## config.mk

```make
export PLATFORM = sky130hd
export DESIGN_NAME = tsf_status_flags
export DESIGN_NICKNAME = d
export VERILOG_FILES = /design/src/common/tsf_pkg.sv /design/src/rtl/tsf_pin_sync.sv /design/src/rtl/tsf_flag_cell.sv /design/src/rtl/tsf_status_flags.sv
export VERILOG_INCLUDE_DIRS = /design/src /design/src/common
export SDC_FILE = /design/constraint.sdc
export NUM_CORES = 1
export LEC_CHECK = 0
export BUFFER_PORTS_ARGS = -buffer_cell sky130_fd_sc_hd__buf_2
export CORE_MARGIN = 1
export CORE_UTILIZATION = 40
export CTS_CLUSTER_DIAMETER = 50
export CTS_CLUSTER_SIZE = 40
export DETAILED_ROUTE_END_ITERATION = 12
export MAX_ROUTING_LAYER = met4
export PLACE_DENSITY = 0.72
export SYNTH_ARGS = -nofsm -noshare
export SYNTH_HDL_FRONTEND = slang
export SYNTH_HIERARCHICAL = 1
export SYNTH_SLANG_ARGS = --single-unit
```

## constraint.sdc

```tcl
create_clock -name CLK -period 1.73 [get_ports CLK]
set_clock_uncertainty 0.15 [all_clocks]
set_input_delay 0.0865 -clock CLK [delete_from_list [all_inputs] [get_ports CLK]]
set_output_delay 0.0865 -clock CLK [all_outputs]
set_load 0.01 [all_outputs]
```

## src/common/tsf_defines.svh

```systemverilog
// tsf_defines.svh: offsets, field positions, reset values and counts of the
// transfer status flag block; definitions only, included by bare name
`ifndef TSF_DEFINES_SVH
`define TSF_DEFINES_SVH

// register bus widths
`define TSF_ADDR_W 8
`define TSF_DATA_W 8

// register byte offsets
`define TSF_OFS_CTRL 8'h00
`define TSF_OFS_FLAGS 8'h04
`define TSF_OFS_ISTAT 8'h08
`define TSF_OFS_IMASK 8'h0C

// control register fields
`define TSF_CTRL_EN 0
`define TSF_CTRL_MST 1
`define TSF_CTRL_SAVE 2
`define TSF_CTRL_WREL 3

// flag register fields
`define TSF_FLG_DIR 0
`define TSF_FLG_ACK 1
`define TSF_FLG_STD 2
`define TSF_FLG_DRV 3
`define TSF_FLG_CNT_LO 4
`define TSF_FLG_CNT_HI 7

// interrupt event fields
`define TSF_EV_W 4

// reset values
`define TSF_RST_BYTE 8'h00
`define TSF_RST_EV 4'h0
`define TSF_RST_CNT 4'h0

// serial clock numbers within a byte
`define TSF_CNT_W 4
`define TSF_CLK_ONE 4'h1
`define TSF_CLK_DIRBIT 4'h8
`define TSF_CLK_ACK 4'h9

`endif

```

## src/common/tsf_pkg.sv

```systemverilog
// tsf_pkg: types shared by the transfer status flag block
// assumes tsf_defines.svh sits on the include path
package tsf_pkg;
  `include "tsf_defines.svh"

  // the three bus flags, as software and the pins see them
  typedef struct packed {
    logic start_detected_flag;
    logic ack_detected_flag;
    logic direction_flag;
  } tsf_flags_t;

  // interrupt events, same layout in status and mask
  typedef struct packed {
    logic alost;
    logic ack;
    logic stop;
    logic start;
  } tsf_event_t;

  // transfer phase, one-hot
  typedef enum logic [2:0] {
    PH_IDLE = 3'b001,
    PH_ADDR = 3'b010,
    PH_DATA = 3'b100
  } tsf_phase_t;
endpackage

```

## src/rtl/tsf_pin_sync.sv

```systemverilog
// tsf_pin_sync: three-stage synchroniser for one pin input
// assumes the pin is asynchronous to clk; output changes once stages two and three agree
`timescale 1ns/100ps
module tsf_pin_sync
(
  // clock and reset
  input wire logic clk,
  input wire logic rst_n,
  // pin and clean level
  input wire logic pin_in,
  output logic level_ff
);
  logic meta_ff; // first stage, read only by the second
  logic s2_ff;
  logic s3_ff;

  // shift chain; idle bus level is high
  always_ff @(posedge clk or negedge rst_n)
  begin
    if (!rst_n)
    begin
      meta_ff <= 1'b1;
      s2_ff <= 1'b1;
      s3_ff <= 1'b1;
    end
    else
    begin
      meta_ff <= pin_in;
      s2_ff <= meta_ff;
      s3_ff <= s2_ff;
    end
  end

  // accept a change only when the two settled stages agree
  always_ff @(posedge clk or negedge rst_n)
  begin
    if (!rst_n)
      level_ff <= 1'b1;
    else if (s2_ff == s3_ff)
      level_ff <= s3_ff;
  end
endmodule

```

## src/rtl/tsf_flag_cell.sv

```systemverilog
// tsf_flag_cell: one hardware flag with set and clear terms
// assumes both terms come from logic on the same clock
`timescale 1ns/100ps
module tsf_flag_cell
(
  // clock and reset
  input wire logic clk,
  input wire logic rst_n,
  // set and clear terms
  input wire logic set,
  input wire logic clr,
  // flag value
  output logic flag_ff
);
  // set wins so an event in the clearing cycle is not lost
  always_ff @(posedge clk or negedge rst_n)
  begin
    if (!rst_n)
      flag_ff <= 1'b0;
    else if (set)
      flag_ff <= 1'b1;
    else if (clr)
      flag_ff <= 1'b0;
  end
endmodule

```

## src/rtl/tsf_status_flags.sv

```systemverilog
// tsf_status_flags: direction, acknowledge and start-detected flags of one
// two-wire serial channel, plus the data-line drive control
// assumes scl/sda pins are asynchronous; shift latch, start generation,
// ninth-clock wait and arbitration flag come from logic on CLK
`timescale 1ns/100ps
`include "tsf_defines.svh"

module tsf_status_flags
(
  // clock and reset
  input wire logic CLK,
  input wire logic RESETN,
  // register bus
  input wire logic [`TSF_ADDR_W-1:0] ADDR,
  input wire logic [`TSF_DATA_W-1:0] WDATA,
  input wire logic WR,
  input wire logic RD,
  output logic [`TSF_DATA_W-1:0] RDATA,
  // two-wire bus pins
  input wire logic SCL_IN,
  input wire logic SDA_IN,
  output logic SDA_OUT,
  output logic SDA_OE_N,
  // companion channel logic
  input wire logic SO_LATCH,
  input wire logic START_GEN,
  input wire logic WAIT_NINTH,
  input wire logic ARB_LOST,
  // status outputs
  output tsf_pkg::tsf_flags_t FLAGS,
  output logic IRQ
);
  import tsf_pkg::*;

  // reset release chain
  logic rst_meta_ff;
  logic rst_n; // synchronised reset used by all logic

  // clean pin levels and their previous values
  logic scl_s;
  logic sda_s;
  logic scl_prev_ff;
  logic sda_prev_ff;

  // control register
  logic channel_enable_ff;
  logic master_ff;
  logic comm_save_cmd; // one-cycle command pulse from a control write
  logic wait_release_cmd; // one-cycle command pulse from a control write
  logic en_prev_ff;
  logic alost_prev_ff;

  // byte tracking
  tsf_phase_t phase_ff;
  tsf_phase_t nxt_phase;
  logic [`TSF_CNT_W-1:0] clk_cnt_ff;
  logic [`TSF_CNT_W-1:0] nxt_clk_cnt;

  // bus events
  logic scl_rise;
  logic scl_fall;
  logic start_cond;
  logic stop_cond;
  logic en_fall;
  logic alost_rise;
  logic dir_bit_clk; // rising edge that samples the direction bit
  logic ack_clk; // ninth rising edge
  logic next_byte_clk; // first rising edge of a following byte

  // flag terms
  logic dir_set;
  logic dir_clr;
  logic ack_set;
  logic ack_clr;
  logic std_set;
  logic std_clr;
  tsf_flags_t flags;
  logic drive_phase;

  // interrupt state
  tsf_event_t ev;
  tsf_event_t istat_ff;
  tsf_event_t imask_ff;
  tsf_event_t nxt_istat;

  // register output copies
  logic [`TSF_DATA_W-1:0] rdata_ff;
  logic [`TSF_DATA_W-1:0] nxt_rdata;
  logic sda_out_ff;
  logic sda_oe_n_ff;
  logic irq_ff;

  // reset release: asserts at once, releases after two edges
  always_ff @(posedge CLK or negedge RESETN)
  begin
    if (!RESETN)
    begin
      rst_meta_ff <= 1'b0;
      rst_n <= 1'b0;
    end
    else
    begin
      rst_meta_ff <= 1'b1;
      rst_n <= rst_meta_ff;
    end
  end

  // pin synchronisers
  tsf_pin_sync u_scl_sync
  (
    .clk(CLK),
    .rst_n(rst_n),
    .pin_in(SCL_IN),
    .level_ff(scl_s)
  );

  tsf_pin_sync u_sda_sync
  (
    .clk(CLK),
    .rst_n(rst_n),
    .pin_in(SDA_IN),
    .level_ff(sda_s)
  );

  // previous pin and input levels for edge detection
  always_ff @(posedge CLK or negedge rst_n)
  begin
    if (!rst_n)
    begin
      scl_prev_ff <= 1'b1;
      sda_prev_ff <= 1'b1;
      en_prev_ff <= 1'b0;
      alost_prev_ff <= 1'b0;
    end
    else
    begin
      scl_prev_ff <= scl_s;
      sda_prev_ff <= sda_s;
      en_prev_ff <= channel_enable_ff;
      alost_prev_ff <= ARB_LOST;
    end
  end

  // edges and bus conditions; start and stop only while clock stays high
  assign scl_rise = scl_s & ~scl_prev_ff;
  assign scl_fall = ~scl_s & scl_prev_ff;
  assign start_cond = channel_enable_ff & scl_s & scl_prev_ff & sda_prev_ff & ~sda_s;
  assign stop_cond = channel_enable_ff & scl_s & scl_prev_ff & ~sda_prev_ff & sda_s;
  assign en_fall = en_prev_ff & ~channel_enable_ff;
  assign alost_rise = ARB_LOST & ~alost_prev_ff;

  // edge classification by clock number within the byte
  assign dir_bit_clk = scl_rise & (phase_ff == PH_ADDR)
    & (nxt_clk_cnt == `TSF_CLK_DIRBIT);
  assign ack_clk = scl_rise & (phase_ff != PH_IDLE) & (nxt_clk_cnt == `TSF_CLK_ACK);
  assign next_byte_clk = scl_rise & (clk_cnt_ff == `TSF_CLK_ACK);

  // clock counter: 1..9 per byte, restarts on a start condition
  always_comb
  begin
    nxt_clk_cnt = clk_cnt_ff;
    if (!channel_enable_ff || start_cond)
      nxt_clk_cnt = `TSF_RST_CNT;
    else if (scl_rise)
    begin
      if (clk_cnt_ff == `TSF_CLK_ACK)
        nxt_clk_cnt = `TSF_CLK_ONE;
      else
        nxt_clk_cnt = clk_cnt_ff + `TSF_CLK_ONE;
    end
  end

  // phase: address byte until the falling edge of its ninth clock
  always_comb
  begin
    nxt_phase = phase_ff;
    unique case (phase_ff)
      PH_IDLE:
        if (start_cond)
          nxt_phase = PH_ADDR;
      PH_ADDR:
        if (scl_fall && clk_cnt_ff == `TSF_CLK_ACK)
          nxt_phase = PH_DATA;
      PH_DATA:
        if (start_cond)
          nxt_phase = PH_ADDR; // repeated start
      default:
        nxt_phase = PH_IDLE; // illegal code recovers to idle
    endcase
    // release of the bus ends any transfer
    if (!channel_enable_ff || stop_cond || comm_save_cmd)
      nxt_phase = PH_IDLE;
    else if (start_cond)
      nxt_phase = PH_ADDR;
  end

  // phase and counter registers
  always_ff @(posedge CLK or negedge rst_n)
  begin
    if (!rst_n)
    begin
      phase_ff <= PH_IDLE;
      clk_cnt_ff <= `TSF_RST_CNT;
    end
    else
    begin
      phase_ff <= nxt_phase;
      clk_cnt_ff <= nxt_clk_cnt;
    end
  end

  // direction flag terms; all sets need the channel enabled
  assign dir_set = channel_enable_ff & (
    (master_ff & START_GEN)
    | (dir_bit_clk & master_ff & ~SO_LATCH)
    | (dir_bit_clk & ~master_ff & sda_s));
  assign dir_clr = ~channel_enable_ff | en_fall | stop_cond | comm_save_cmd
    | wait_release_cmd
    | alost_rise
    | (dir_bit_clk & master_ff & SO_LATCH);

  // acknowledge flag terms
  assign ack_set = channel_enable_ff & ack_clk & ~sda_s;
  assign ack_clr = ~channel_enable_ff | en_fall | stop_cond | comm_save_cmd
    | next_byte_clk;

  // start-detected flag terms
  assign std_set = start_cond;
  assign std_clr = ~channel_enable_ff | en_fall | stop_cond | comm_save_cmd
    | (next_byte_clk & (phase_ff == PH_DATA) & flags.start_detected_flag);

  // flag cells: only bus events and commands reach them, never data writes
  tsf_flag_cell u_dir_flag
  (
    .clk(CLK),
    .rst_n(rst_n),
    .set(dir_set),
    .clr(dir_clr),
    .flag_ff(flags.direction_flag)
  );

  tsf_flag_cell u_ack_flag
  (
    .clk(CLK),
    .rst_n(rst_n),
    .set(ack_set),
    .clr(ack_clr),
    .flag_ff(flags.ack_detected_flag)
  );

  tsf_flag_cell u_std_flag
  (
    .clk(CLK),
    .rst_n(rst_n),
    .set(std_set),
    .clr(std_clr),
    .flag_ff(flags.start_detected_flag)
  );

  // a master sends its own address, a slave transmits only after the address
  assign drive_phase = (phase_ff == PH_DATA) | master_ff;

  // data-line drive; released the same cycle any clearing term fires
  always_ff @(posedge CLK or negedge rst_n)
  begin
    if (!rst_n)
    begin
      sda_out_ff <= 1'b1;
      sda_oe_n_ff <= 1'b1; // released out of reset
    end
    else
    begin
      sda_out_ff <= SO_LATCH;
      if (flags.direction_flag && drive_phase && !dir_clr)
        sda_oe_n_ff <= 1'b0;
      else if (wait_release_cmd && WAIT_NINTH)
        sda_oe_n_ff <= 1'b1;
      else
        sda_oe_n_ff <= 1'b1;
    end
  end

  // control register; command bits are pulses and read back as zero
  always_ff @(posedge CLK or negedge rst_n)
  begin
    if (!rst_n)
    begin
      channel_enable_ff <= 1'b0;
      master_ff <= 1'b0;
      comm_save_cmd <= 1'b0;
      wait_release_cmd <= 1'b0;
    end
    else
    begin
      comm_save_cmd <= 1'b0;
      wait_release_cmd <= 1'b0;
      if (WR && ADDR == `TSF_OFS_CTRL)
      begin
        channel_enable_ff <= WDATA[`TSF_CTRL_EN];
        master_ff <= WDATA[`TSF_CTRL_MST];
        comm_save_cmd <= WDATA[`TSF_CTRL_SAVE];
        wait_release_cmd <= WDATA[`TSF_CTRL_WREL];
      end
    end
  end

  // interrupt events, one cycle each
  assign ev.start = start_cond;
  assign ev.stop = stop_cond;
  assign ev.ack = ack_set;
  assign ev.alost = alost_rise;

  // sticky status: write one clears, a new event in the same cycle wins
  always_comb
  begin
    nxt_istat = istat_ff;
    if (WR && ADDR == `TSF_OFS_ISTAT)
      nxt_istat = istat_ff & ~tsf_event_t'(WDATA[`TSF_EV_W-1:0]);
    nxt_istat = nxt_istat | ev;
  end

  // status, mask and interrupt line
  always_ff @(posedge CLK or negedge rst_n)
  begin
    if (!rst_n)
    begin
      istat_ff <= `TSF_RST_EV;
      imask_ff <= `TSF_RST_EV;
      irq_ff <= 1'b0;
    end
    else
    begin
      istat_ff <= nxt_istat;
      if (WR && ADDR == `TSF_OFS_IMASK)
        imask_ff <= WDATA[`TSF_EV_W-1:0];
      irq_ff <= |(nxt_istat & imask_ff);
    end
  end

  // read mux; unmapped offsets read zero
  always_comb
  begin
    nxt_rdata = `TSF_RST_BYTE;
    if (RD)
    begin
      unique case (ADDR)
        `TSF_OFS_CTRL:
        begin
          nxt_rdata[`TSF_CTRL_EN] = channel_enable_ff;
          nxt_rdata[`TSF_CTRL_MST] = master_ff;
        end
        `TSF_OFS_FLAGS:
        begin
          nxt_rdata[`TSF_FLG_DIR] = flags.direction_flag;
          nxt_rdata[`TSF_FLG_ACK] = flags.ack_detected_flag;
          nxt_rdata[`TSF_FLG_STD] = flags.start_detected_flag;
          nxt_rdata[`TSF_FLG_DRV] = ~sda_oe_n_ff;
          nxt_rdata[`TSF_FLG_CNT_HI:`TSF_FLG_CNT_LO] = clk_cnt_ff;
        end
        `TSF_OFS_ISTAT:
          nxt_rdata[`TSF_EV_W-1:0] = istat_ff;
        `TSF_OFS_IMASK:
          nxt_rdata[`TSF_EV_W-1:0] = imask_ff;
        default:
          nxt_rdata = `TSF_RST_BYTE;
      endcase
    end
  end

  // read data stands only in the cycle after the strobe
  always_ff @(posedge CLK or negedge rst_n)
  begin
    if (!rst_n)
      rdata_ff <= `TSF_RST_BYTE;
    else
      rdata_ff <= nxt_rdata;
  end

  // the flag register is read-only: writes to its offset do nothing
  assign FLAGS = flags;
  assign RDATA = rdata_ff;
  assign SDA_OUT = sda_out_ff;
  assign SDA_OE_N = sda_oe_n_ff;
  assign IRQ = irq_ff;
endmodule

```

==> impl_metrics.toml, run 1 <==
[status]
outcome = "finished, violations left"
violations = "negative setup slack"

[place]
placement.io_buffers = 34
postPlaceCellArea_sq_um = 2560
hpwlAfterDp_microns = 3360
dp.cells = 305
place.gp.congestion = 0.864

[timing]
setup_viol = 8
drv_slew = 0
fmax_ghz = 0.511
min_period_ps = 1960
period_share_pct = 113
final_hold_viol_count = 0
rsz0062_at_grt = "yes"
fin_ws_ps = -227

[grt]
grt_pass1_wl_microns = 7110
met1_usage_pct = 24.9
grt_pass1_vias = 1504
grt_util_all_layers_pct = 18.1
grt-ovfl-total = 0
use_met3_pct = 4.20
antenna_found_initial = 0
grt_max_degree = 24
top_usage_layer = "met2"
globalRouteMet2Util_pct = 26.6

[detailed_routing]
drc = 0
wl_per_cell_microns = 13.5
routed_via_density = 4.92
drtIter0Drc = 96
dr.pass1.iters = 5
vias = 1623
antenna_left = 0
wirelength_microns = 4460

[synth]
ys.flop_type = "dfrtp_1"
syn_inst = 178
synthesis.nets = 206
synth_cell_types = 48
yosys_warnings = 6
synth_edf_count = 0
yosysSeqAreaShare_pct = 55.5
async_reset_ff_share_pct = 100
ys_ff_latch = 46
avgSynthCellArea_sq_um = 11.8
synth_area_sq_um = 2100

[critical_path]
crit_chain = "inv_2, ha_4, nand3b_4, o221ai_4, a21oi_4, a22o_4, a2111o_1"
crit_path_end_kind = "flop"
cp_num_buf_inv = 1
cp_data_required_time_ps = 1770
cpPeakStageDelay_ps = 450
crit_fanout = 6
worst_setup_path_start_kind = "flop"
worst_ep_arrival_time_ps = 1990
crit_type = "flop to flop"
critPathTopFamily = "compound AO/OA/AOI/OAI gates"
crit_slowest_cell = "dfrtp_2"

[clocking]
insertion_delay_ps = 300
cts-root-buf = "clkbuf_8"
cts_buffers = 5
clock_path_buffers = 2
cts.clk_slew.worst_paths_ps = 90
cts_max_level = 2
cts_tree = "done"
numClockSinks = 46

[floorplan]
io_pins = 40
coreArea_sq_um = 5070
rows = 26
fp.dieH_microns = 74.5
die_w_microns = 74.5
dieArea_sq_um = 5560
initial_core_util_pct = 41.5

[pwr]
pwr_density_cell_nw_per_um2 = 747
cellLeakagePower_nw = 1.38
fin_total_pwr_mw = 2.19
vdd_drop_max_mv = 0.744

[run]
drv_cap = 0

[layout]
finalNonFillerCells = 330
diodes = 0
drive_above_1_share_pct = 50.8
layout.nets = 287
syn_to_final_growth_pct = 39.4
design_area_sq_um = 2930

[min_path]
min_path_type = "flop to async pin"
-- routing by layer --
layer	part of all wire, %	wire (microns)
met1	48	2140
met2	46	2070
met5	0	0
met4	1.6	72
met3	3.8	170
-- state kept, by name (all words and copies together), names as in the netlist, 3 cells and up --
name and cells:
RDATA 8, clk_cnt_ff 4, phase_ff 3, istat_ff 4, imask_ff 4
-- where the power goes --
group / switching, mW / internal, mW
combinational: 0.107 / 0.130
sequential: 0.0331 / 1.12
clock: 0.367 / 0.433
total: 0.507 / 1.68
-- cell usage after synthesis (3+ instances only) --
library cell | count | area [sq um]
nand2b_1 | 4 | 25.0
nand4b_1 | 3 | 26.3
mux2_2 | 7 | 78.8
xnor2_1 | 3 | 26.3
nand3_1 | 8 | 40.0
nor3_1 | 3 | 15.0
and2_1 | 3 | 18.8
dfrtp_1 | 33 | 826
a21o_1 | 5 | 37.5
nor2b_1 | 3 | 18.8
dfstp_2 | 13 | 342
inv_1 | 11 | 41.3
o21ai_0 | 4 | 20.0
nand4_1 | 3 | 18.8
nor2_1 | 18 | 67.6
a22oi_1 | 3 | 22.5
a21oi_1 | 3 | 15.0
nand2_1 | 11 | 41.3
-- cells in the final DEF, fill, tap and decap left out, drive strengths merged, types with 3 or more instances in the layout --
cell / instances
a21o: 5
a21oi: 4
a22oi: 3
and2: 5
buf: 67
clkbuf: 5
dfrtp: 33
dfstp: 13
dlygate4sd3: 11
inv: 12
mux2: 7
nand2: 11
nand2b: 4
nand3: 8
nand4: 3
nand4b: 3
nor2: 18
nor2b: 3
nor3: 4
nor3b: 3
o21ai: 5
xnor2: 3
-- final timing paths --
| check | startpoint | endpoint | slack, ps | cells past startpoint |
|---|---|---|---|---|
| max | clk_cnt_ff[1] | IRQ | -230 | 7 |
| min in group CLK | ADDR[6] | istat_ff[0] | 40 | 5 |
| min | rst_n | channel_enable_ff | 0.4 | 0 |
| max in group asynchronous | RESETN | rst_n | 810 | 3 |
| min reg2reg | rst_n | channel_enable_ff | 0.4 | 0 |
| max reg2reg | clk_cnt_ff[1] | IRQ | -230 | 7 |
-- metrics by stage --
| step | TNS (ps) | hold slack, ps | setup WS [ps] | utilization, % |
|---|---|---|---|---|
| 2_1_floorplan | -322 | -359 | -163 | - |
| 3_3_place_gp | -604 | -277 | -199 | 50.4 |
| 3_5_place_dp | -805 | -276 | -231 | 50.4 |
| 4_1_cts | -528 | 15.6 | -195 | 55.5 |
| 5_1_grt | -1340 | 33.1 | -262 | 57.8 |
| 6_report | -819 | 0.439 | -227 | 57.8 |
-- layout make-up --
cell class / instances / area (sq um)
flip-flops and latches: 46 / 1170
fillers: 425 / 2140
multi-input cells: 117 / 973
clock buffers: 5 / 68.8
well taps: 70 / 87.6
repair buffers: 78 / 548
clock inverters: 3 / 43.8
inverters: 11 / 41.3
-- logic make-up (layout without fill, tap and decap cells) --
kind of cell    after synthesis  count (layout)  synth area share, %
compound gates               28              28                 11.4
fa+ha+maj                     4               4                 2.26
buf+inv                      15              97                 3.92
mux                          10              10                 6.36
xor+xnor                      3               3                 1.25
flops                        46              46                 55.5
other cells                   1               1                0.178
simple gates                 71              71                 19.2
-- repair_timing --
action                                  CTS  global route
pin swaps                                 2             8
endpoints found under the hold margin    18             0
resized for setup                         5            20
buffers inserted                          3             3
hold buffers                             11             0
endpoints found under the setup margin    8             9
No activity file was read; power rests on OpenSTA's default activity.
==> inputs of run 2 (changes only) <==
SETUP_SLACK_MARGIN = 0.2   (was default)
==> run 2 against run 1 <==
Compared with the run above:
- sequential cell count stayed put
- sequential share of layout area is 0.12 points higher
- first-iteration DRC count is 17% higher
- hold slack better by 49 ps
- the run still ends with negative setup slack left
- clock power is 22% lower
- critical endpoint unchanged
- core utilization is 0.17 points lower
==> impl_metrics.toml, run 2 (synthesized netlist as in run 1, its figures left out) <==
[floorplan]
die_w_microns = 74.5
rows = 26
fp.dieH_microns = 74.5
coreArea_sq_um = 5070
initial_core_util_pct = 41.5
dieArea_sq_um = 5560
io_pins = 40

[grt]
antenna_found_initial = 0
grt_pass1_vias = 1482
grt_util_all_layers_pct = 17.9
grt-ovfl-total = 0
grt_pass1_wl_microns = 7040
grt_max_degree = 44

[clocking]
clock_path_buffers = 2
numClockSinks = 46
cts_tree = "done"
cts.clk_slew.worst_paths_ps = 80
cts-root-buf = "clkbuf_8"
cts_max_level = 2
insertion_delay_ps = 300
cts_buffers = 5

[timing]
final_hold_viol_count = 0
fmax_ghz = 0.515
drv_slew = 0
rsz0062_at_grt = "yes"
tns_ps = -509
period_share_pct = 112
fin_ws_ps = -211
min_period_ps = 1940
setup_viol = 3

[layout]
utilization_pct = 57.6
finalNonFillerCells = 329
final_common_cell = "buf_2"
syn_to_final_growth_pct = 39.0
most-common-layout-cells = "buf_2 (34), dfrtp_1 (30), buf_4 (28), nor2_1 (14), dfstp_2 (13)"
design_area_sq_um = 2930
layout.nets = 286
largest_register_ffs = 8
drive_above_1_share_pct = 52.1
diodes = 0
n_fill_cell = 444

[detailed_routing]
antenna_left = 0
vias = 1582
routed_via_density = 4.81
wl_per_cell_microns = 13.4
dr.pass1.iters = 4
drc = 0
wirelength_microns = 4400
drtIter0Drc = 112

[pwr]
fin_total_pwr_mw = 2.05
vdd_drop_max_mv = 0.540
cellLeakagePower_nw = 1.37
pwr_density_cell_nw_per_um2 = 699

[place]
hpwlAfterDp_microns = 3110
place.gp.congestion = 0.867
postPlaceCellArea_sq_um = 2540
placement.io_buffers = 34
dp.cells = 303

[critical_path]
cp_data_required_time_ps = 1770
crit_path_end = "IRQ"
worst_ep_arrival_time_ps = 1980
worst_setup_path_start_kind = "flop"
rrSetupSlack_ps = -210
crit_type = "flop to flop"
r2r-end = "IRQ"
r2r-start = "clk_cnt_ff[0]"
rr_worst_depth = 6
crit_path_end_kind = "flop"
crit_fanout = 4
startpoint = "clk_cnt_ff[0]"

[min_path]
min_path_type = "primary input to flop"

[run]
drv_cap = 0

[status]
violations = "negative setup slack"
outcome = "finished, violations left"
## run 2: how the worst min path moves through the flow
| stage | start | end | slack (ps) | depth (start not counted) |
|---|---|---|---|---|
| detailed placement | RESETN | rst_meta_ff | -280 | 1 |
| global route | START_GEN | u_dir_flag/flag_ff | 70 | 4 |
| finish | ADDR[6] | istat_ff[0] | 50 | 5 |
| CTS | WR | istat_ff[0] | 30 | 4 |
| floorplan | RESETN | rst_meta_ff | -360 | 0 |
| global placement | RESETN | rst_meta_ff | -280 | 1 |
## run 2: per-layer routing
layer  share of wire [%]  wire, microns  GRT usage (%)  vias up
met5                   0              0              -        -
met4                0.57             25           5.03        0
met3                 3.2            142           4.88        4
met2                  47           2050           25.1       31
met1                  49           2170           25.3      766
li1                    -              -              -      781
## run 2: repair_timing
item	CTS	global route
pin swaps	7	7
endpoints found under the hold margin	19	0
hold buffers	11	0
setup endpoints to repair	11	15
gates resized for setup	14	17
buffers inserted	5	2
## run 2: area by class of cell
type | instances | area [sq um] | area share, %
clock buffers | 6 | 72.6 | 2.48
clock inverters | 2 | 10.0 | 0.342
inverters | 11 | 41.3 | 1.41
multi-input cells | 117 | 990 | 33.8
flip-flops and latches | 46 | 1170 | 40.0
well taps | 70 | 87.6 | 2.99
repair buffers | 77 | 553 | 18.9
## run 2: where the power goes
part / internal [mW] / leakage [nW] / switching (mW)
clock: 0.280 / 0.0450 / 0.348
combinational: 0.145 / 0.760 / 0.122
sequential: 1.12 / 0.570 / 0.0271
## run 2: stage by stage
stage | hold WS (ps) | setup WS (ps)
after global routing | 67.2 | -262
after global placement | -279 | -204
after floorplan | -359 | -163
after CTS | 29.2 | -194
after detailed placement | -275 | -269
final | 49.1 | -211
## run 2: critical path, cell delays in order (launching register included)
cell and delay [ps]:
dfrtp_2 470, ha_4 190, xnor2_2 130, nand3_2 80
and3b_4 210, a22o_4 250, a2111o_1 350
==> inputs of run 3 (changes only) <==
ABC_AREA = 1   (was default)
==> run 3 against run 2 <==
Compared with the run above:
- the flow still finishes with violations (negative setup slack)
- sequential share of layout area shrank 1.3 points
- register-to-register slack improved by 70 ps
- clock power up 26%
- global-route usage is 0.47 points higher
- core utilization grew 1.6 points
- routed wire length grew 7.5%
- largest power group unchanged
==> impl_metrics.toml, run 3 <==
[grt]
grt_util_all_layers_pct = 18.4
top_usage_layer = "met2"
grt_pass1_wl_microns = 7300
met1_usage_pct = 23.2
grt_pass1_vias = 1640
grt-ovfl-total = 0
globalRouteMet2Util_pct = 28.8
grt_max_degree = 45
antenna_found_initial = 0
use_met3_pct = 3.21

[timing]
min_period_ps = 1870
final_hold_viol_count = 0
fmax_ghz = 0.534
timing.hold.ws_ps = 62.4
rsz0062_at_grt = "yes"
setup_viol = 5
fin_ws_ps = -141
period_share_pct = 108
drv_slew = 0

[place]
dp.cells = 365
postPlaceCellArea_sq_um = 2540
place.gp.congestion = 0.782
place_ws_ps = -53.6
hpwlAfterDp_microns = 3090
placement.io_buffers = 34

[min_path]
min_path_type = "primary input to flop"

[synth]
yosys.area_share.simple_pct = 28.4
ys.flop_type = "dfrtp_1"
synth_area_leaders = "dfrtp_1 (39%), dfstp_2 (16%), nand2_1 (10%), inv_1 (7.1%), nor2_1 (5.7%)"
yosys_warnings = 6
synth_common_cells = "nand2_1 (56), inv_1 (40), dfrtp_1 (33)"
ys_ff_latch = 46
synth_compound_area_share_pct = 6.87
yosysTopAreaCell = "dfrtp_1"
yosysSeqAreaShare_pct = 55.3
synth_xor_area_share_pct = 0
yosysMostFrequentCell = "nand2_1"
synth_cell_types = 26
syn_inst = 247
avgSynthCellArea_sq_um = 8.55
synth_edf_count = 0
synthMuxAreaShare_pct = 0
synth_top_family_by_area = "simple AND/OR/NAND/NOR gates"
synth_area_sq_um = 2110
async_reset_ff_share_pct = 100
synth.top_cell.area_share_pct = 39.1
synthesis.nets = 275
yosys.area_share.adder_pct = 1.18

[critical_path]
rr_worst_depth = 10
cp_num_buf_inv = 2
worst_setup_path_start_kind = "flop"
startpoint = "u_scl_sync/level_ff"
cpPeakStageDelay_ps = 650
r2r-end = "IRQ"
crit_chain = "buf_6, nand2_8, buf_4, nor3_2, nand2_2, nor2_1, nand2_1, nand2_1, nand2_1, nand2_1"
rrSetupSlack_ps = -140
cp_data_required_time_ps = 1830
crit_slowest_cell = "dfstp_2"
critPathTopFamily = "simple AND/OR/NAND/NOR gates"
r2r-start = "u_scl_sync/level_ff"
cp.depth = 10
worst_ep_arrival_time_ps = 1970
crit_fanout = 6
crit_top_cell = "nand2_1"
crit_type = "flop to flop"
crit_path_end = "IRQ"
crit_path_end_kind = "flop"

[pwr]
p_sw_mw = 0.538
combPwrFrac_pct = 11.8
pwr_density_cell_nw_per_um2 = 731
vdd_drop_max_mv = 0.423
clockPowerShare_pct = 35.8
seqPwrFrac_pct = 52.4
cellLeakagePower_nw = 1.52
fin_total_pwr_mw = 2.21
power.internal_mw = 1.67
p_sw_share_pct = 24.3

[clocking]
clock_path_buffers = 2
insertion_delay_ps = 300
cts_max_level = 2
cts_tree = "done"
cts.clk_slew.worst_paths_ps = 90
cts-root-buf = "clkbuf_8"
cts_buffers = 5
numClockSinks = 46

[detailed_routing]
wirelength_microns = 4730
dr.pass1.iters = 4
vias = 1894
antenna_left = 0
routed_via_density = 4.71
wl_per_cell_microns = 11.8
drc = 0
drtIter0Drc = 123

[layout]
layout.nets = 359
syn_to_final_growth_pct = 43.2
drive_above_1_share_pct = 41.0
design_area_sq_um = 3020
final_common_cell = "nand2_1"
diodes = 0
most-common-layout-cells = "nand2_1 (49), inv_1 (37), buf_2 (34), dfrtp_1 (31), nor2_1 (27)"
finalNonFillerCells = 402
largest_register_ffs = 8

[floorplan]
rows = 26
die_w_microns = 74.7
coreArea_sq_um = 5110
io_pins = 40
fp.dieH_microns = 74.7
dieArea_sq_um = 5570
initial_core_util_pct = 41.4

[status]
outcome = "finished, violations left"
violations = "negative setup slack"

[run]
drv_cap = 0
-- run 3: cell types whose count changed after synthesis, sizes merged, moves of 7 or more --
cell   delta
nor2     +20
o21ai     +9
mux2      -7
inv      +33
nand2    +53
-- run 3: final cells by class --
type / instances / area [sq um]
fillers: 435 / 2080
flip-flops and latches: 46 / 1170
multi-input cells: 156 / 915
repair buffers: 77 / 562
inverters: 45 / 181
well taps: 70 / 87.6
clock buffers: 5 / 68.8
clock inverters: 3 / 40.0
-- run 3: stage by stage --
step	setup TNS (ps)	util (%)
after floorplan	0	-
after global placement	-29.7	49.7
after detailed placement	-70.0	49.7
after CTS	-60.1	57.1
after global routing	-1020	59.2
final	-435	59.2
-- run 3: worst min-delay path by stage --
stage / endpoint / cells past startpoint / from / slack (ps)
2_1_floorplan: rst_meta_ff / 0 / RESETN / -360
3_3_place_gp: rst_meta_ff / 1 / RESETN / -280
3_5_place_dp: rst_meta_ff / 1 / RESETN / -280
4_1_cts: istat_ff[3] / 4 / WR / 40
5_1_grt: istat_ff[3] / 4 / WR / 60
6_report: istat_ff[3] / 4 / WR / 60
-- run 3: cell families (layout without fill, tap and decap cells) --
logic type	count (synthesis)	count (layout)
other	1	1
adders and majority gates	2	2
DFF	46	46
and+or+nand+nor	127	127
AOI/OAI and AO/OA	26	26
buffers and inverters	45	130
-- run 3: metal layers --
| layer | part of all wire (%) | routed length (microns) |
|---|---|---|
| met1 | 43 | 2050 |
| met2 | 51 | 2420 |
| met3 | 3.8 | 181 |
| met4 | 1.6 | 75 |
| met5 | 0 | 0 |
-- run 3: power by group through the flow --
stage,clock [mW],sequential (mW),combinational (mW)
2_1_floorplan,0,1.19,0.0916
3_3_place_gp,0,1.18,0.188
3_5_place_dp,0,1.18,0.194
4_1_cts,0.808,1.16,0.236
5_1_grt,0.861,1.17,0.288
6_report,0.791,1.16,0.261
-- run 3: worst register-to-register path, stage by stage, from the launching register on --
cell	delay [ps]
dfstp_2	650
buf_6	150
nand2_8	60
buf_4	140
nor3_2	210
nand2_2	70
nor2_1	90
nand2_1	90
nand2_1	90
nand2_1	60
nand2_1	60
-- run 3: what timing repair did --
item                                   4_1_cts  5_1_grt
resized for setup                           17       17
setup endpoints to repair                    8       11
pin swaps                                   12        5
buffers inserted                            12        5
endpoints found under the hold margin       25        0
hold buffers                                12        0
